==> src/include/torque_off_defs.vh <==
// constants for the dual-axis torque-off delay monitor
`ifndef TORQUE_OFF_DEFS_VH
`define TORQUE_OFF_DEFS_VH

// clock rate in cycles per millisecond (40 MHz)
`define CLK_PER_MS     40000

// shutdown delay steps, in milliseconds
`define T_1P4_MS       1400
`define T_2P8_MS       2800
`define T_5P6_MS       5600
`define T_9P8_MS       9800
`define T_30P8_MS      30800

// input discrepancy and return-check windows, in milliseconds
`define T_DISC_MS      100
`define T_RET_MS       10

// settle cycles after reset before the selector code is taken
`define SETTLE_CYC     3'h4
`define SETTLE_W       3

// register byte offsets
`define OFF_STATUS     4'h0
`define OFF_CONTROL    4'h4
`define ADDR_W         4

// status register fields
`define ST_TOFF_LSB    0
`define ST_FAULT_LSB   2
`define ST_OUT_LSB     4
`define ST_MATCH_BIT   6
`define ST_CODE_LSB    8
`define ST_LATCH_BIT   12

// control register fields and reset value
`define CTL_FORCE_LSB  0
`define CTL_RESET      2'h0

// synchroniser width: 4 pairs of axis inputs plus two selectors
`define SYNC_W         16

`endif

==> src/hdl/dual_axis_torque_off_delay_monitor.v <==
// two-axis torque-off delay monitor with status indicators
//
// Function
// - delay output cut by selected delay
// - codes 0-7 select listed axis delays
// - codes 8-F select listed axis delays
// - selector code fixed at power-up
// - match indicator lit when selectors equal
// - separate indicator set per axis
// - restart indicator lit while contact closed
// - shutdown indicators lit while contact open
// - torque-off indicator lit in torque-off
// - output indicators lit when outputs open
// - fault indicator lit after detected fault
// - open inputs enter torque-off, open outputs
// - release only on restart closed-to-open
// - fault on selector, input, return error
// - both outputs carry the same state
//
// Our own choices: the Avalon-MM slave port and the placing of the registers.
`timescale 1ns/10ps
`include "torque_off_defs.vh"
module dual_axis_torque_off_delay_monitor #(
  parameter [31:0] CYC_1P4  = `T_1P4_MS * `CLK_PER_MS,
  parameter [31:0] CYC_2P8  = `T_2P8_MS * `CLK_PER_MS,
  parameter [31:0] CYC_5P6  = `T_5P6_MS * `CLK_PER_MS,
  parameter [31:0] CYC_9P8  = `T_9P8_MS * `CLK_PER_MS,
  parameter [31:0] CYC_30P8 = `T_30P8_MS * `CLK_PER_MS,
  parameter [31:0] CYC_DISC = `T_DISC_MS * `CLK_PER_MS,
  parameter [31:0] CYC_RET  = `T_RET_MS * `CLK_PER_MS
) (
  input  wire               clk_i,
  input  wire               rst_n_i,
  input  wire [1:0]         shutdown_input_one_i,
  input  wire [1:0]         shutdown_input_two_i,
  input  wire [1:0]         restart_request_input_i,
  input  wire [1:0]         torque_off_state_return_i,
  input  wire [3:0]         delay_selector_first_i,
  input  wire [3:0]         delay_selector_second_i,
  input  wire [`ADDR_W-1:0] address_i,
  input  wire               read_i,
  input  wire               write_i,
  input  wire [31:0]        writedata_i,
  input  wire [3:0]         byteenable_i,
  output wire [31:0]        readdata_o,
  output wire               waitrequest_o,
  output wire [1:0]         safety_output_one_o,
  output wire [1:0]         safety_output_two_o,
  output wire [1:0]         restart_led_o,
  output wire [1:0]         shutdown_one_led_o,
  output wire [1:0]         shutdown_two_led_o,
  output wire [1:0]         torque_off_led_o,
  output wire [1:0]         output_one_led_o,
  output wire [1:0]         output_two_led_o,
  output wire [1:0]         fault_led_o,
  output wire [1:0]         power_led_o,
  output wire               selector_match_led_o
);

  localparam [2:0] ST_INIT  = 3'h0;
  localparam [2:0] ST_RUN   = 3'h1;
  localparam [2:0] ST_DELAY = 3'h2;
  localparam [2:0] ST_OFF   = 3'h3;
  localparam [2:0] ST_FAULT = 3'h4;

  // delay in cycles for one axis of a selector code
  function [31:0] sel_delay;
    input [3:0] code;
    input       axis_b;
    reg   [2:0] step;
    begin
      step = 3'h0;
      case (code)
        4'h0: step = axis_b ? 3'h0 : 3'h0;
        4'h1: step = axis_b ? 3'h1 : 3'h0;
        4'h2: step = axis_b ? 3'h2 : 3'h0;
        4'h3: step = axis_b ? 3'h4 : 3'h0;
        4'h4: step = axis_b ? 3'h5 : 3'h0;
        4'h5: step = axis_b ? 3'h2 : 3'h1;
        4'h6: step = axis_b ? 3'h4 : 3'h1;
        4'h7: step = axis_b ? 3'h5 : 3'h1;
        4'h8: step = axis_b ? 3'h2 : 3'h2;
        4'h9: step = axis_b ? 3'h4 : 3'h2;
        4'hA: step = axis_b ? 3'h5 : 3'h2;
        4'hB: step = axis_b ? 3'h4 : 3'h3;
        4'hC: step = axis_b ? 3'h5 : 3'h3;
        4'hD: step = axis_b ? 3'h4 : 3'h4;
        4'hE: step = axis_b ? 3'h5 : 3'h4;
        default: step = 3'h5;
      endcase
      case (step)
        3'h1: sel_delay = CYC_1P4;
        3'h2: sel_delay = CYC_2P8;
        3'h3: sel_delay = CYC_5P6;
        3'h4: sel_delay = CYC_9P8;
        3'h5: sel_delay = CYC_30P8;
        default: sel_delay = 32'h0;
      endcase
    end
  endfunction

  // all pin inputs go through two flip-flops
  wire [`SYNC_W-1:0] pins_s;

  pin_sync #(
    .W (`SYNC_W)
  ) u_sync (
    .clk_i   (clk_i),
    .rst_n_i (rst_n_i),
    .pin_i   ({delay_selector_second_i, delay_selector_first_i,
               torque_off_state_return_i, restart_request_input_i,
               shutdown_input_two_i, shutdown_input_one_i}),
    .sync_o  (pins_s)
  );

  wire [1:0] sd1_s  = pins_s[1:0];
  wire [1:0] sd2_s  = pins_s[3:2];
  wire [1:0] rst_s  = pins_s[5:4];
  wire [1:0] ret_s  = pins_s[7:6];
  wire [3:0] sel1_s = pins_s[11:8];
  wire [3:0] sel2_s = pins_s[15:12];

  // power-up capture of the selector code
  reg [`SETTLE_W-1:0] settle_reg;
  reg                 latched_reg;
  reg [3:0]           code_reg;
  reg                 mismatch_reg;
  reg                 match_led_reg;
  reg                 power_reg;

  always @(posedge clk_i or negedge rst_n_i)
  begin
    if (!rst_n_i)
    begin
      settle_reg    <= {`SETTLE_W{1'b0}};
      latched_reg   <= 1'b0;
      code_reg      <= 4'h0;
      mismatch_reg  <= 1'b0;
      match_led_reg <= 1'b0;
      power_reg     <= 1'b0;
    end
    else
    begin
      power_reg <= 1'b1;
      match_led_reg <= (sel1_s == sel2_s);
      if (!latched_reg)
      begin
        if (settle_reg == `SETTLE_CYC)
        begin
          latched_reg  <= 1'b1;
          code_reg     <= sel1_s;
          // unequal selectors count as a fault
          mismatch_reg <= (sel1_s != sel2_s);
        end
        else
        begin
          settle_reg <= settle_reg + {{(`SETTLE_W-1){1'b0}}, 1'b1};
        end
      end
    end
  end

  // software control: per-axis forced stop request
  reg [1:0] force_reg;

  // bus slave: one wait cycle, then the answer
  reg        ack_reg;
  reg [31:0] rdata_reg;
  wire       access = read_i | write_i;
  wire [1:0] toff_w;
  wire [1:0] fault_w;
  wire [1:0] out_w;

  assign waitrequest_o = access & ~ack_reg;
  assign readdata_o    = rdata_reg;

  always @(posedge clk_i or negedge rst_n_i)
  begin
    if (!rst_n_i)
    begin
      ack_reg   <= 1'b0;
      rdata_reg <= 32'h0;
      force_reg <= `CTL_RESET;
    end
    else
    begin
      ack_reg <= access & ~ack_reg;
      if (read_i && !ack_reg)
      begin
        rdata_reg <= 32'h0;
        case (address_i)
          `OFF_STATUS:
          begin
            rdata_reg[`ST_TOFF_LSB+1:`ST_TOFF_LSB]   <= toff_w;
            rdata_reg[`ST_FAULT_LSB+1:`ST_FAULT_LSB] <= fault_w;
            rdata_reg[`ST_OUT_LSB+1:`ST_OUT_LSB]     <= out_w;
            rdata_reg[`ST_MATCH_BIT]                 <= match_led_reg;
            rdata_reg[`ST_CODE_LSB+3:`ST_CODE_LSB]   <= code_reg;
            rdata_reg[`ST_LATCH_BIT]                 <= latched_reg;
          end
          `OFF_CONTROL:
            rdata_reg[`CTL_FORCE_LSB+1:`CTL_FORCE_LSB] <= force_reg;
          default:
            rdata_reg <= 32'h0;
        endcase
      end
      if (write_i && ack_reg && byteenable_i[0] &&
          address_i == `OFF_CONTROL)
      begin
        force_reg <= writedata_i[`CTL_FORCE_LSB+1:`CTL_FORCE_LSB];
      end
    end
  end

  // per-axis control; axis 0 is the first axis
  genvar g;
  generate
    for (g = 0; g < 2; g = g + 1)
    begin : axis
      reg [2:0]  state_reg;
      reg [2:0]  state_next;
      reg [31:0] cnt_reg;
      reg [31:0] cnt_next;
      reg [31:0] disc_reg;
      reg [31:0] ret_reg;
      reg        rst_prev_reg;
      reg        out_reg;
      reg        fault_reg;
      reg [6:0]  led_reg;

      wire [31:0] dly = sel_delay(code_reg, g == 1);
      // any open contact or forced stop demands torque-off
      wire demand = ~sd1_s[g] | ~sd2_s[g] | force_reg[g];
      // release edge is closed-to-open on restart
      wire release_edge = rst_prev_reg & ~rst_s[g];
      // discrepancy between the two shutdown inputs
      wire disc_err = (disc_reg >= CYC_DISC);
      // amplifier return disagrees with our outputs
      wire ret_err = (ret_reg >= CYC_RET);
      wire fault_now = (latched_reg & mismatch_reg) |
                       disc_err | ret_err;
      wire in_off = (state_reg == ST_INIT) ||
                    (state_reg == ST_OFF) ||
                    (state_reg == ST_FAULT);

      always @*
      begin
        state_next = state_reg;
        cnt_next   = cnt_reg;
        case (state_reg)
          ST_INIT:
          begin
            // start in torque-off; a restart is needed to drive
            if (latched_reg)
            begin
              state_next = ST_OFF;
            end
          end
          ST_RUN:
          begin
            if (demand)
            begin
              // hold outputs for the selected delay
              if (dly == 32'h0)
              begin
                state_next = ST_OFF;
              end
              else
              begin
                state_next = ST_DELAY;
                cnt_next   = dly - 32'h1;
              end
            end
          end
          ST_DELAY:
          begin
            // countdown continues even if inputs reclose
            if (cnt_reg == 32'h0)
            begin
              state_next = ST_OFF;
            end
            else
            begin
              cnt_next = cnt_reg - 32'h1;
            end
          end
          ST_OFF:
          begin
            // release only on the restart edge
            if (release_edge && !demand)
            begin
              state_next = ST_RUN;
            end
          end
          ST_FAULT:
            state_next = ST_FAULT;
          default:
            state_next = ST_OFF;
        endcase
        if (fault_now || fault_reg)
        begin
          state_next = ST_FAULT;
        end
      end

      always @(posedge clk_i or negedge rst_n_i)
      begin
        if (!rst_n_i)
        begin
          state_reg    <= ST_INIT;
          cnt_reg      <= 32'h0;
          disc_reg     <= 32'h0;
          ret_reg      <= 32'h0;
          rst_prev_reg <= 1'b0;
          out_reg      <= 1'b0;
          fault_reg    <= 1'b0;
          led_reg      <= 7'h00;
        end
        else
        begin
          state_reg    <= state_next;
          cnt_reg      <= cnt_next;
          rst_prev_reg <= rst_s[g];
          if (sd1_s[g] == sd2_s[g])
          begin
            disc_reg <= 32'h0;
          end
          else if (!disc_err)
          begin
            disc_reg <= disc_reg + 32'h1;
          end
          // return must follow outputs within the window
          if (ret_s[g] == ~out_reg)
          begin
            ret_reg <= 32'h0;
          end
          else if (!ret_err)
          begin
            ret_reg <= ret_reg + 32'h1;
          end
          if (fault_now)
          begin
            fault_reg <= 1'b1;
          end
          out_reg <= (state_next == ST_RUN) ||
                     (state_next == ST_DELAY);
          led_reg[0] <= rst_s[g];
          // shutdown indicators lit on open contact
          led_reg[1] <= ~sd1_s[g];
          led_reg[2] <= ~sd2_s[g];
          led_reg[3] <= in_off;
          led_reg[4] <= ~out_reg;
          led_reg[5] <= ~out_reg;
          led_reg[6] <= fault_reg | fault_now;
        end
      end

      assign safety_output_one_o[g] = out_reg;
      assign safety_output_two_o[g] = out_reg;
      assign restart_led_o[g]       = led_reg[0];
      assign shutdown_one_led_o[g]  = led_reg[1];
      assign shutdown_two_led_o[g]  = led_reg[2];
      assign torque_off_led_o[g]    = led_reg[3];
      assign output_one_led_o[g]    = led_reg[4];
      assign output_two_led_o[g]    = led_reg[5];
      assign fault_led_o[g]         = led_reg[6];
      assign power_led_o[g]         = power_reg;
      assign toff_w[g]              = in_off;
      assign fault_w[g]             = fault_reg;
      assign out_w[g]               = out_reg;
    end
  endgenerate

  assign selector_match_led_o = match_led_reg;

endmodule // dual_axis_torque_off_delay_monitor

==> src/hdl/pin_sync.v <==
// two-stage synchroniser bank for pin inputs
`timescale 1ns/10ps
module pin_sync #(
  parameter W = 1
) (
  input  wire         clk_i,
  input  wire         rst_n_i,
  input  wire [W-1:0] pin_i,
  output wire [W-1:0] sync_o
);

  reg [W-1:0] meta_reg;
  reg [W-1:0] sync_reg;

  // first stage feeds the second stage only
  always @(posedge clk_i or negedge rst_n_i)
  begin
    if (!rst_n_i)
    begin
      meta_reg <= {W{1'b0}};
      sync_reg <= {W{1'b0}};
    end
    else
    begin
      meta_reg <= pin_i;
      sync_reg <= meta_reg;
    end
  end

  assign sync_o = sync_reg;

endmodule // pin_sync

==> config.mk <==
export PLATFORM = sky130hd
export DESIGN_NAME = dual_axis_torque_off_delay_monitor
export DESIGN_NICKNAME = d
export VERILOG_FILES = /design/src/hdl/dual_axis_torque_off_delay_monitor.v /design/src/hdl/pin_sync.v
export VERILOG_INCLUDE_DIRS = /design/src /design/src/include
export SDC_FILE = /design/constraint.sdc
export NUM_CORES = 1
export LEC_CHECK = 0
export ABC_AREA = 1
export BUFFER_PORTS_ARGS = -buffer_cell sky130_fd_sc_hd__buf_2
export CAP_MARGIN = 20
export CORE_MARGIN = 3
export CORE_UTILIZATION = 65
export DETAILED_ROUTE_END_ITERATION = 6
export PLACE_DENSITY = 0.88
export SLEW_MARGIN = 15
export SYNTH_ARGS = -nofsm -noshare
export SYNTH_HDL_FRONTEND = slang
export SYNTH_SLANG_ARGS = --single-unit
==> constraint.sdc <==
create_clock -name clk_i -period 5.14 [get_ports clk_i]
set_clock_uncertainty 0.1 [all_clocks]
set_input_delay 0.257 -clock clk_i [delete_from_list [all_inputs] [get_ports clk_i]]
set_output_delay 0.257 -clock clk_i [all_outputs]
set_load 0.02 [all_outputs]
Word-level counts from Yosys, hierarchy flattened
Memories as Yosys holds them, arrays and structs flattened.
Cells that the tools add are included.
- register bits after elaboration: 276
- memory bits (read-only): 96
- bits of input ports: 60
- output and inout port bits: 54
- logic and storage cells: 175
- memories: 2
- add/sub/neg operators: 9
- magnitude comparators: 4
- equal/unequal tests: 40
- mux-type cells: 37
- bitwise operators: 26
- reduce and logical (&&, ||, !) cells: 30
- memory list (memory ; words ; bits a word ; rd ports ; clocked after Yosys merged registers in ; wr ports ; RTL line ; text):
    (no name shown) ; 16 ; 3 ; 1 ; 0 ; 0 ; dual_axis_torque_off_delay_monitor.v:73 ; case (code)
    (no name shown) ; 16 ; 3 ; 1 ; 0 ; 0 ; dual_axis_torque_off_delay_monitor.v:73 ;
- operator list (operator ; count):
    $mux 32 ; 14
    $pmux 31 s5 ; 2
    $add 32x1->32 const B ; 4
    $logic_not 32->1 ; 4
    $pmux 32 s2 ; 2
    $sub 32x1->32 const B ; 4
    $ge 32x19->1 const B ; 2
    $ge 32x22->1 const B ; 2
    $eq 3x2->1 const B ; 10
    $mux 3 ; 10
    $pmux 3 s5 ; 2
    $eq 3x3->1 const B ; 7
    $eq 3x1->1 const B ; 6
    $ne 2x2->1 const B ; 6
    $not 1->1 ; 11
    $or 1x1->1 ; 11
    $mux 5 ; 2
    $logic_or 1x1->1 ; 8
    $ne 2x1->1 const B ; 4
    $reduce_and 4->1 ; 2
    $logic_and 1x1->1 ; 6
    $logic_not 3->1 ; 2
    $and 1x1->1 ; 4
    $eq 1x1->1 ; 4
    10 further kinds ; 17

Logic depth before layout (Yosys ltp)
Gate-level depths: netlist of the first run.
- depth in word-level cells: 10
- mapped depth: 20

By module
Synthesis of the first run repeated with hierarchy kept, for this count alone.
- cell total of the unflattened synthesis: 1845
- area, all modules: 14381.3 um^2
- by module, submodules not included (module ; times used ; cells an instance ; area each (um^2) ; sequential area each (um^2)):
    dual_axis_torque_off_delay_monitor ; 1 ; 1813 ; 13580.5 ; 6005.8
    pin_sync ; 1 ; 32 ; 800.8 ; 800.8

Least setup slack after synthesis of the first run
OpenSTA, ideal clock, no wires.
- path kind: register to register
- start: register axis[0].state_reg[2]
- end: register axis[0].cnt_reg[24]
- setup time: 0.122 ns
- arrival time: 2.276 ns
- slack: 2.642 ns
- cell stages (with the launch flop): 17
- path buffers: 2
- path through: dfrtp_1 nor2_1 nand2_2 buf_2 buf_2 nor2_1 inv_1 ha_1 o2111ai_1 nor2_1 nand2_1 nor2_4 nand2_2 nor2_2 nand3_1 nand3_1 o21ai_1
- cells in the longest elaborated chain, start to end: 3
- elaborated cells on any way between the ends: 8
- classes of those cells: eq/ne: 5; mux: 1; reduce/logical: 2
- ends and longest elaborated chain (element ; RTL line ; text):
    start, declared ; dual_axis_torque_off_delay_monitor.v:220 ; reg [2:0] state_reg;
    start signal, assigned ; dual_axis_torque_off_delay_monitor.v:321 ; state_reg <= state_next;
    $eq 3x2->1 / $eq 3x1->1 (equally long branches) ; dual_axis_torque_off_delay_monitor.v:250 ; case (state_reg)
    $ne 2x2->1 (no line) / $reduce_bool 2->1 (equally long branches) ; - ;
    $reduce_and 4->1 (no line) ; - ;
    end signal, assigned ; dual_axis_torque_off_delay_monitor.v:322 ; cnt_reg <= cnt_next;
    end, declared ; dual_axis_torque_off_delay_monitor.v:222 ; reg [31:0] cnt_reg;
Parallel ways exist; a longest one is shown, timed or not.
A chain may end at the register's enable or synchronous reset.

Final worst setup path of the first run
- start: register code_reg[0]
- end: register axis[1].cnt_reg[29]
- cells in the longest elaborated chain, start to end: 7
- elaborated cells on any way between the ends: 14
- classes of those cells: add/sub: 1; eq/ne: 6; mux: 4; reduce/logical: 2; memory: 1
- ends and longest elaborated chain (element ; RTL line ; text):
    start, declared ; dual_axis_torque_off_delay_monitor.v:126 ; reg [3:0] code_reg;
    start signal, assigned ; dual_axis_torque_off_delay_monitor.v:151 ; code_reg <= sel1_s;
    $mem_v2 16x3 * ; - ;
    $eq 3x3->1, or another cell as far along ; dual_axis_torque_off_delay_monitor.v:91 ; case (step)
    $pmux 31 s5 * ; dual_axis_torque_off_delay_monitor.v:91 ;
    $sub 32x1->32 ; dual_axis_torque_off_delay_monitor.v:271 ; cnt_next = dly - 32'h1;
    $mux 32 ; dual_axis_torque_off_delay_monitor.v:264 ; if (dly == 32'h0)
    $mux 32 ; dual_axis_torque_off_delay_monitor.v:261 ; if (demand)
    $pmux 32 s2 ; dual_axis_torque_off_delay_monitor.v:250 ;
    end signal, assigned ; dual_axis_torque_off_delay_monitor.v:322 ;
    end, declared ; dual_axis_torque_off_delay_monitor.v:222 ;
Every way passes the cells marked *; elsewhere a longest branch is shown, timed or not. The select of a mux whose other input is x is not followed.

==> tab_implementation.tex, run 1 <==
\begin{tabular}{lr}
\hline
Metric & Value \\
\hline
\multicolumn{2}{l}{\textbf{STA}} \\
Fmax & 307 MHz \\
Setup repair after global routing missed its margin & false \\
Shortest period the worst path allows & between 3 and 4 ns \\
Final hold vios & 0 \\
WHS & between 0.05 and 0.06 ns \\
Final setup violating endpoints & 0 \\
Slew Viols, Final & 0 \\
Summed negative setup slack over all endpoints & 0 ns \\
Final period utilization & 0.634 \\
Slew at the pin with the worst max-slew slack & between 0.9 and 1 ns \\
Tightest slew margin relative to the limit & 0.370 \\
\multicolumn{2}{l}{\textbf{Power}} \\
LEAKAGE & approximately 0.0077 uW \\
PnR Total Power & between 4000 and 5000 uW \\
Cell area power density & between 200 and 300 nW/um2 \\
Worst IR drop on VDD & roughly 0.26 mV \\
\multicolumn{2}{l}{\textbf{Setup path}} \\
Critical path type & flop to flop \\
Critical path required time & 5.47 ns \\
Signal arrival time at the worst endpoint & between 3 and 4 ns \\
Maximum fanout count along the critical path & 23 \\
R2R Setup Slk & roughly 1.9 ns \\
Kind of end point of the critical path & flop \\
Worst flop-to-flop path startpoint & code\_reg[0] \\
R2R depth & 14 \\
Reg-to-Reg End & axis[1].cnt\_reg[29] \\
Crit path launch type & flop \\
\multicolumn{2}{l}{\textbf{Clock network}} \\
Number of instances resized during post-cts repair & 0 \\
Post-CTS setup repair buffer count & 0 \\
Number of buffers added to fix hold violations after cts & 23 \\
Root buffer cell & clkbuf\_16 \\
Maximum level of the CTS H-tree & 1 \\
Clock tree from TritonCTS & done \\
Clock transition time at the flip-flop clock pins of the worst setup and hold paths & 0.06 ns \\
Number of buffers on the longest clock path & 3 \\
TritonCTS sink count & around 270 \\
Clock Latency Late Sink & between 0.5 and 0.6 ns \\
Cts bufs inserted & 28 \\
\multicolumn{2}{l}{\textbf{Floorplan}} \\
Number of core rows & 53 \\
Number of top-level pins & $\sim$110 \\
Area enclosed by the die boundary & about 24000 um2 \\
Height of the chip & about 150 um \\
Initial Utilization & 0.669 \\
Width of the die & 154 um \\
Area of the core & between 20000 and 25000 um2 \\
\multicolumn{2}{l}{\textbf{Layout}} \\
Commonest cells after routing, fill and taps aside & nand2\_1 (416), dfrtp\_1 (272), inv\_1 (230) \\
Share of final-layout standard cells stronger than drive strength 1 & 0.0935 \\
Count of nets after finishing & slightly below 2000 \\
Number of fill cells in the layout & between 1500 and 2000 \\
Core utilization of the finished layout & 0.742 \\
Area used by sequential logic in the layout & between 6000 and 7000 um2 \\
Final Cell Area & approximately 16000 um2 \\
P\&R area growth vs syn & 10.8\% \\
Area of combinational cells with multiple inputs & $\sim$6200 um2 \\
Leading cell type in the layout, fill and taps excluded & nand2\_1 \\
Diode insertion count for antenna repair & 0 \\
\multicolumn{2}{l}{\textbf{Global route}} \\
Vias in the first global route & 12000 \\
Number of antenna violations at the first check in global routing & 0 \\
Global-route usage over all layers & 0.277 \\
GRT overflow & 0 \\
Maximum number of pins on one net before global-route repair & roughly 130 \\
Wire length of the first global-routing pass & about 56 mm \\
\multicolumn{2}{l}{\textbf{Run status}} \\
Result of the run & completed \\
\multicolumn{2}{l}{\textbf{Routing}} \\
Final routed wire length divided by cell count & about 15 um \\
Avg Vias per Cell & between 5 and 6 \\
Wire length reported by the detailed router & about 33 mm \\
Post-route ant nets & 0 \\
Total via count after detailed routing & around 12000 \\
Length of the first detailed-routing pass in iterations & 6 \\
Final routed DRC violation total & 0 \\
Iteration-0 DRC Markers & between 1000 and 1500 \\
\multicolumn{2}{l}{\textbf{Hold path}} \\
Hold path start & address\_i[1] \\
Hold Path End & readdata\_o[0] \\
Class of the most critical hold timing path & primary input to flop \\
Hold-critical path depth & 6 \\
\multicolumn{2}{l}{\textbf{Synth}} \\
Flop and latch count out of synthesis & 272 \\
Predominant post-synthesis flop cell & dfrtp\_1 \\
Sequential-to-total area share from yosys stat & 0.478 \\
Avg Inst Size Synth & about 7.8 um2 \\
Synth area leaders & dfrtp\_1 (48\%), nand2\_1 (11\%), inv\_1 (6.1\%) \\
Share of synthesized flip-flops with an asynchronous set or reset & 1.00 \\
Mapped cell area & around 14000 um2 \\
Count of flip-flops with a built-in enable after synthesis & 0 \\
Gate count after technology mapping & 1828 \\
Total of warnings raised by yosys & 0 \\
Number of unique standard cell types used by synthesis & 48 \\
Post-synth top area share & 0.478 \\
Cell type with the highest aggregate area in the netlist & dfrtp\_1 \\
\multicolumn{2}{l}{\textbf{Placement}} \\
Global placer's final weighted congestion & around 0.94 \\
I/O Buffers & 60 \\
Area post-placement & between 10000 and 15000 um2 \\
Hpwl dp & around 22 mm \\
\multicolumn{2}{l}{\textbf{Flow run}} \\
Max-cap violations & 0 \\
\hline
\end{tabular}
worst max path at each step:
stage                          from                   to  slack, ns  cells after the start
5_1_grt                 code_reg[0]  axis[1].cnt_reg[29]       1.58                     14
6_report                code_reg[0]  axis[1].cnt_reg[29]       1.88                     14
3_3_place_gp   axis[0].state_reg[2]  axis[0].cnt_reg[24]       2.03                     14
2_1_floorplan  axis[0].state_reg[2]  axis[0].cnt_reg[24]       2.64                     16
4_1_cts                 code_reg[0]  axis[1].cnt_reg[29]       1.95                     15
3_5_place_dp   axis[0].state_reg[2]  axis[0].cnt_reg[24]       1.98                     14
synthesized netlist by cell type, drive strengths merged (3+ instances only):
cell type / instances
a21oi: 63
o21a: 9
inv: 250
and3: 3
buf: 45
clkinv: 4
o31ai: 21
o21bai: 4
o22ai: 5
a31oi: 8
dfrtp: 272
clkbuf: 18
xor2: 40
nand3: 133
nand4: 40
o21ai: 108
nor2: 246
ha: 20
nor3b: 6
xnor2: 10
nor4: 19
or2: 3
o211a: 3
nand2: 427
nor3: 58
critical path, cell delays in order, from the launching register on:
cell and delay [ns]:
dfrtp_1 0.44, inv_1 0.21, ha_1 0.24, nand3_2 0.16
nand2_2 0.21, nand2_1 0.13, nand3_2 0.10, nor2_1 0.06
inv_2 0.06, nand2_1 0.07, inv_1 0.60, nand2_1 0.39
nand2_1 0.17, o21bai_1 0.12, nand2_1 0.07
cells by family after synthesis:
logic type      after synthesis  share of synthesized area
xor+xnor                     50                     0.0307
compound gates              230                     0.0937
other cells                   2                   0.000527
fa+ha+maj                    20                     0.0176
buf+inv                     317                     0.0931
flops                       272                      0.478
simple gates                937                      0.287
per-stage QoR:
stage	instances	setup slack, ns
3_3_place_gp	2127	2.03
2_1_floorplan	1847	2.64
5_1_grt	2200	1.58
6_report	2200	1.88
4_1_cts	2200	1.95
3_5_place_dp	2127	1.98
cell type report:
type,count,share of cell area
Inverter,254,0.0604
Multi-Input combinational cell,1258,0.392
Clock buffer,39,0.0501
Tap cell,275,0.0218
Clock inverter,11,0.00689
Sequential cell,272,0.431
Timing Repair Buffer,91,0.0380
metal layers:
layer / global-route usage / vias to the layer above / part of all wire
li1: - / 6004 / -
met3: 0.0357 / 70 / 0.059
met4: 0.0749 / 0 / 0.026
met1: 0.375 / 5854 / 0.43
met2: 0.474 / 448 / 0.49
met5: 0 / - / 0
power breakdown:
group	internal, uW	switching (uW)	leakage, uW
clock	1130	851	0.000442
sequential	2180	29.3	0.00361
combinational	122	305	0.00360
(Power assumes the default switching activity.)
==> inputs of run 2 (changes only) <==
CORE_UTILIZATION = 61   (was 65)
PLACE_DENSITY = 0.83   (was 0.88)
clock period = 3.4 ns   (was 5.14 ns; I/O delays follow)
==> run 2 against run 1 <==
  * Clock-buffer cell count shrank 1
  * Combinational power increased by 56%
  * Total power increased by 62%
  * First-iteration DRC count increased by 1.5%
  * Non-clock buffer count up 15
  * Highest routed layer unchanged
==> tab_implementation.tex, run 2 (synthesis results as in run 1) <==
\begin{tabular}{lr}
\hline
Metric & Value \\
\hline
\multicolumn{2}{l}{\textbf{Run status}} \\
Result of the run & completed \\
\multicolumn{2}{l}{\textbf{Power}} \\
Cell area power density & roughly 460 nW/um2 \\
PnR Total Power & between 7000 and 8000 uW \\
Worst IR drop on VDD & around 0.41 mV \\
LEAKAGE & around 0.0078 uW \\
\multicolumn{2}{l}{\textbf{Floorplan}} \\
Number of core rows & 55 \\
Area of the core & 22800 um2 \\
Area enclosed by the die boundary & $\sim$25000 um2 \\
Number of top-level pins & $\sim$110 \\
Height of the chip & roughly 160 um \\
Width of the die & roughly 160 um \\
Initial Utilization & 0.626 \\
\multicolumn{2}{l}{\textbf{Layout}} \\
Share of final-layout standard cells stronger than drive strength 1 & 0.0984 \\
Final Cell Area & 16100 um2 \\
Leading cell type in the layout, fill and taps excluded & nand2\_1 \\
Count of nets after finishing & 2000 \\
P\&R area growth vs syn & 13.3\% \\
Commonest cells after routing, fill and taps aside & nand2\_1 (416), dfrtp\_1 (272), inv\_1 (230) \\
Final Non-Filler Cells & about 2300 \\
Diode insertion count for antenna repair & 0 \\
\multicolumn{2}{l}{\textbf{Setup path}} \\
Kind of end point of the critical path & flop \\
Maximum fanout count along the critical path & 6 \\
Delay of the slowest critical-path stage & approximately 0.46 ns \\
Ordered list of cells on the worst path & inv\_1 > ha\_1 > nand2\_1 > o21ai\_2 > nor2\_4 > inv\_2 > nand2\_1 > o21ai\_2 > nor2\_1 > nand2\_1 > nor2\_2 > nand3\_2 > inv\_2 > nand4\_1 > nand3\_1 > nand2\_1 \\
Crit path launch type & flop \\
Most frequent cell on the critical path & nand2\_1 \\
Critical path required time & 3.71 ns \\
Signal arrival time at the worst endpoint & 3.25 ns \\
Critical path type & flop to flop \\
CP max-delay cell & dfrtp\_1 \\
Family of cells with the greatest summed delay on the critical path & simple AND/OR/NAND/NOR gates \\
Sum of buffers and inverters on the critical path & 3 \\
\multicolumn{2}{l}{\textbf{STA}} \\
Setup repair after global routing missed its margin & false \\
Final period utilization & 0.863 \\
Slew Viols, Final & 0 \\
Fmax & 341 MHz \\
Final hold vios & 0 \\
Tightest slew margin relative to the limit & 0.251 \\
PnR worst setup slack & about 0.47 ns \\
Summed negative setup slack over all endpoints & 0 ns \\
Slew at the pin with the worst max-slew slack & $\sim$1.1 ns \\
Shortest period the worst path allows & $\sim$2.9 ns \\
Final setup violating endpoints & 0 \\
\multicolumn{2}{l}{\textbf{Hold path}} \\
Class of the most critical hold timing path & primary input to flop \\
\multicolumn{2}{l}{\textbf{Clock network}} \\
Maximum level of the CTS H-tree & 1 \\
Clock Latency Late Sink & approximately 0.54 ns \\
TritonCTS sink count & 272 \\
Root buffer cell & clkbuf\_16 \\
Clock tree from TritonCTS & done \\
Clock transition time at the flip-flop clock pins of the worst setup and hold paths & around 0.06 ns \\
Post-CTS setup repair buffer count & 0 \\
Number of instances resized during post-cts repair & 0 \\
Cts bufs inserted & 28 \\
Number of buffers on the longest clock path & 3 \\
\multicolumn{2}{l}{\textbf{Placement}} \\
Worst slack after detailed placement & 0.560 ns \\
Area post-placement & between 10000 and 15000 um2 \\
Number of instances in the placed design & about 2200 \\
Hpwl dp & $\sim$22 mm \\
Global placer's final weighted congestion & between 0.9 and 1 \\
I/O Buffers & 60 \\
\multicolumn{2}{l}{\textbf{Routing}} \\
Wire length reported by the detailed router & about 32 mm \\
Final routed wire length divided by cell count & roughly 14 um \\
Avg Vias per Cell & $\sim$5.5 \\
Length of the first detailed-routing pass in iterations & 5 \\
Iteration-0 DRC Markers & 1032 \\
Post-route ant nets & 0 \\
Final routed DRC violation total & 0 \\
Total via count after detailed routing & between 10000 and 15000 \\
\multicolumn{2}{l}{\textbf{Global route}} \\
Maximum number of pins on one net before global-route repair & about 110 \\
Wire length of the first global-routing pass & $\sim$55 mm \\
Number of antenna violations at the first check in global routing & 0 \\
Vias in the first global route & about 12000 \\
GRT overflow & 0 \\
Global-route usage over all layers & 0.255 \\
\multicolumn{2}{l}{\textbf{Flow run}} \\
Max-cap violations & 0 \\
\hline
\end{tabular}
[run 2: cell types whose count changed in the layout (fill, tap and decap cells not counted), moves of 2 or more]
cell,change
bufinv_16,+7
clkbuf_8,-3
inv_6,-2
buf_12,+2
dlygate4sd3_1,+5
buf_4,+8
[run 2: path summary, 6_finish.rpt]
kind / startpoint / endpoint / slack, ns / depth (start not counted)
setup / recovery: code_reg[0] / axis[0].cnt_reg[25] / 0.47 / 16
hold / removal: address_i[1] / readdata_o[1] / 0.09 / 6
setup reg to reg: code_reg[0] / axis[0].cnt_reg[25] / 0.47 / 16
hold reg to reg: u_sync.meta_reg[12] / u_sync.sync_o[12] / 0.25 / 0
max in group asynchronous: rst_n_i / axis[1].disc_reg[27] / 1.96 / 3
min in group asynchronous: rst_n_i / axis[0].ret_reg[10] / 0.14 / 2
[run 2: layer usage]
metal  global-route usage  share of wire  vias to the layer above
li1                     -              -                     6046
met1                0.347           0.43                     5816
met2                0.429           0.48                      413
met3               0.0321          0.055                       70
met4               0.0808          0.029                        0
met5                    0              0                        -
[run 2: cell type report]
cell class | instances | area, um2
repair buffers | 106 | 751
well taps | 313 | 392
inverters | 254 | 953
fillers | 1725 | 6630
multi-input cells | 1258 | 6190
clock inverters | 14 | 277
flip-flops and latches | 272 | 6810
clock buffers | 38 | 779
[run 2: where the power goes]
group | leakage, uW | internal [uW] | switching (uW) | total [uW]
Combinational | 0.00369 | 199 | 467 | 666
Clock | 0.000513 | 2210 | 1240 | 3460
Sequential | 0.00361 | 3300 | 41.0 | 3340
Total | 0.00781 | 5710 | 1750 | 7460
[run 2: through the flow]
stage          hold slack (ns)  utilization
6_report                0.0865        0.709
5_1_grt                 0.0901        0.709
4_1_cts                 0.0120        0.709
3_5_place_dp             0.172        0.650
3_3_place_gp             0.172        0.650
2_1_floorplan           -0.226            -
[run 2: worst register-to-register path: stages (launching register included)]
cell     delay (ns)
dfrtp_1        0.46
inv_1          0.18
ha_1           0.32
nand2_1        0.13
o21ai_2        0.11
nor2_4         0.12
inv_2          0.06
nand2_1        0.13
o21ai_2        0.09
nor2_1         0.17
nand2_1        0.12
nor2_2         0.22
nand3_2        0.19
inv_2          0.14
nand4_1        0.10
nand3_1        0.09
nand2_1        0.08
[run 2: what timing repair did]
item	in CTS	in global routing
hold buffers	28	0
setup endpoints to repair	0	0
hold endpoints to repair	126	0
==> inputs of run 3 (changes only) <==
==> constraint.sdc (replaced) <==
create_clock -name clk_i -period 3.4 [get_ports clk_i]
set_clock_uncertainty 0.1 [all_clocks]
set_input_delay 0 -clock clk_i [delete_from_list [all_inputs] [get_ports clk_i]]
set_output_delay 0 -clock clk_i [all_outputs]
set_load 0.02 [all_outputs]
==> run 3 against run 2 <==
  * Critical path depth grew 1
  * Total power decreased by 0.44%
  * Combinational power grew 2%
  * Via count down 0.96%
  * Register-to-register slack hardly changed
  * Sequential share of layout area fell by 0.29 points
  * Clock-buffer cell count decreased by 5
  * Critical endpoint is now axis[0].cnt_reg[29]
==> tab_implementation.tex, run 3 (synthesis results as in run 1) <==
\begin{tabular}{lr}
\hline
Metric & Value \\
\hline
\multicolumn{2}{l}{\textbf{Global route}} \\
Vias in the first global route & about 12000 \\
Wire length of the first global-routing pass & approximately 56 mm \\
Global-route usage over all layers & 0.258 \\
GRT overflow & 0 \\
Maximum number of pins on one net before global-route repair & around 120 \\
Number of antenna violations at the first check in global routing & 0 \\
\multicolumn{2}{l}{\textbf{Floorplan}} \\
Area enclosed by the die boundary & approximately 25000 um2 \\
Initial Utilization & 0.626 \\
Height of the chip & about 160 um \\
Area of the core & roughly 23000 um2 \\
Number of core rows & 55 \\
Width of the die & 159 um \\
Number of top-level pins & 114 \\
\multicolumn{2}{l}{\textbf{Routing}} \\
Final routed DRC violation total & 0 \\
Wire length reported by the detailed router & 32.3 mm \\
Avg Vias per Cell & roughly 5.4 \\
Post-route ant nets & 0 \\
Iteration-0 DRC Markers & 1063 \\
Length of the first detailed-routing pass in iterations & 5 \\
Total via count after detailed routing & around 12000 \\
Final routed wire length divided by cell count & 14.2 um \\
\multicolumn{2}{l}{\textbf{Setup path}} \\
CP max-delay cell & dfrtp\_1 \\
Signal arrival time at the worst endpoint & about 3.3 ns \\
Ordered list of cells on the worst path & inv\_1 > ha\_1 > nand2\_1 > o21ai\_2 > nand2\_2 > inv\_1 > nand2\_1 > nand2\_1 > nand2\_1 > nand2\_1 > nor2\_1 > nand2\_1 > nor2\_1 > nand2\_1 > nor2\_1 > nand2\_1 > xnor2\_1 \\
Critical path required time & between 3 and 4 ns \\
Critical path depth & 17 \\
Most frequent cell on the critical path & nand2\_1 \\
Maximum fanout count along the critical path & 6 \\
Delay of the slowest critical-path stage & between 0.4 and 0.5 ns \\
Family of cells with the greatest summed delay on the critical path & simple AND/OR/NAND/NOR gates \\
Kind of end point of the critical path & flop \\
Sum of buffers and inverters on the critical path & 2 \\
R2R depth & 17 \\
Crit path launch type & flop \\
Critical path type & flop to flop \\
\multicolumn{2}{l}{\textbf{Run status}} \\
Result of the run & completed \\
\multicolumn{2}{l}{\textbf{Clock network}} \\
Cts bufs inserted & 29 \\
Clock transition time at the flip-flop clock pins of the worst setup and hold paths & 0.06 ns \\
Post-CTS setup repair buffer count & 0 \\
Clock Latency Late Sink & between 0.5 and 0.6 ns \\
Root buffer cell & clkbuf\_16 \\
Number of buffers on the longest clock path & 3 \\
Maximum level of the CTS H-tree & 1 \\
Clock tree from TritonCTS & done \\
Number of instances resized during post-cts repair & 0 \\
TritonCTS sink count & around 270 \\
\multicolumn{2}{l}{\textbf{STA}} \\
Slew at the pin with the worst max-slew slack & 1.12 ns \\
PnR worst setup slack & between 0.4 and 0.5 ns \\
Tightest slew margin relative to the limit & 0.249 \\
Setup repair after global routing missed its margin & false \\
Summed negative setup slack over all endpoints & 0 ns \\
Final hold vios & 0 \\
Fmax & 340 MHz \\
Final period utilization & 0.865 \\
Final setup violating endpoints & 0 \\
Shortest period the worst path allows & 2.94 ns \\
Slew Viols, Final & 0 \\
\multicolumn{2}{l}{\textbf{Placement}} \\
Number of instances in the placed design & between 2000 and 2500 \\
Hpwl dp & $\sim$23 mm \\
I/O Buffers & 60 \\
Worst slack after detailed placement & roughly 0.5 ns \\
Global placer's final weighted congestion & about 0.94 \\
\multicolumn{2}{l}{\textbf{Layout}} \\
Diode insertion count for antenna repair & 0 \\
Final Non-Filler Cells & roughly 2300 \\
Commonest cells after routing, fill and taps aside & nand2\_1 (416), dfrtp\_1 (272), inv\_1 (230) \\
Share of final-layout standard cells stronger than drive strength 1 & 0.101 \\
Leading cell type in the layout, fill and taps excluded & nand2\_1 \\
Count of nets after finishing & 2015 \\
Number of fill cells in the layout & 1735 \\
P\&R area growth vs syn & 14.1\% \\
Core utilization of the finished layout & 0.714 \\
\multicolumn{2}{l}{\textbf{Power}} \\
Proportion of power drawn by flip-flops and latches & 0.450 \\
LEAKAGE & 0.00786 uW \\
Switching power & roughly 1800 uW \\
Cell area power density & between 400 and 500 nW/um2 \\
Int Power & 5600 uW \\
Fraction of power spent switching nets & 0.247 \\
Comb pwr share & 0.091 \\
PnR Total Power & 7430 uW \\
Clk pwr share & 0.459 \\
Worst IR drop on VDD & 0.460 mV \\
\multicolumn{2}{l}{\textbf{Hold path}} \\
Class of the most critical hold timing path & primary input to flop \\
Hold-critical path depth & 2 \\
\multicolumn{2}{l}{\textbf{Flow run}} \\
Max-cap violations & 0 \\
\hline
\end{tabular}
-- run 3: cell count changes in the layout (fill, tap and decap cells not counted) --
cell,delta
buf_12,-1
buf_4,+1
bufinv_16,-2
clkbuf_1,-6
clkbuf_8,+1
clkinv_2,+4
clkinvlp_4,+1
dlygate4sd3_1,+14
inv_6,+3
-- run 3: metal layers --
metal / track usage / part of all wire
met2: 0.444 / 0.48
met1: 0.353 / 0.44
met3: 0.0300 / 0.050
met5: 0 / 0
met4: 0.0645 / 0.024
-- run 3: final cells by class --
type	count	area, um2	area share
clock buffers	33	771	0.0474
multi-input cells	1258	6190	0.381
clock inverters	20	270	0.0166
repair buffers	120	878	0.0540
inverters	254	953	0.0586
well taps	313	392	0.0241
flip-flops and latches	272	6810	0.419
-- run 3: power by group through the flow --
stage	combinational, uW	sequential, uW	clock (uW)
floorplan	425	3400	0
finish	678	3340	3410
detailed placement	631	3400	0
global route	763	3350	3610
CTS	675	3340	3450
global placement	617	3390	0
-- run 3: what timing repair did --
item,4_1_cts,5_1_grt
hold endpoints to repair,142,0
endpoints found under the setup margin,0,0
hold buffers,42,0
-- run 3: per-stage QoR --
stage               hold slack, ns  area, um2
floorplan                   -0.396      14300
global placement           0.00783      14800
detailed placement         0.00931      14800
CTS                        0.00467      16300
global route               0.00393      16300
finish                      0.0140      16300
-- run 3: worst register-to-register path, stage by stage (launching register included) --
cell,delay (ns)
dfrtp_1,0.44
inv_1,0.17
ha_1,0.32
nand2_1,0.14
o21ai_2,0.12
nand2_2,0.15
inv_1,0.07
nand2_1,0.08
nand2_1,0.06
nand2_1,0.05
nand2_1,0.10
nor2_1,0.24
nand2_1,0.12
nor2_1,0.21
nand2_1,0.09
nor2_1,0.14
nand2_1,0.08
xnor2_1,0.14
-- run 3: path summary, 6_finish.rpt --
check	from	slack (ns)	end
setup / recovery	code_reg[0]	0.46	axis[0].cnt_reg[29]
hold / removal	restart_request_input_i[0]	0.01	u_sync.meta_reg[4]
setup reg to reg	code_reg[0]	0.46	axis[0].cnt_reg[29]
hold reg to reg	u_sync.meta_reg[5]	0.24	u_sync.sync_o[5]
max in group asynchronous	rst_n_i	2.23	axis[1].cnt_reg[11]
min in group asynchronous	rst_n_i	0.04	power_reg
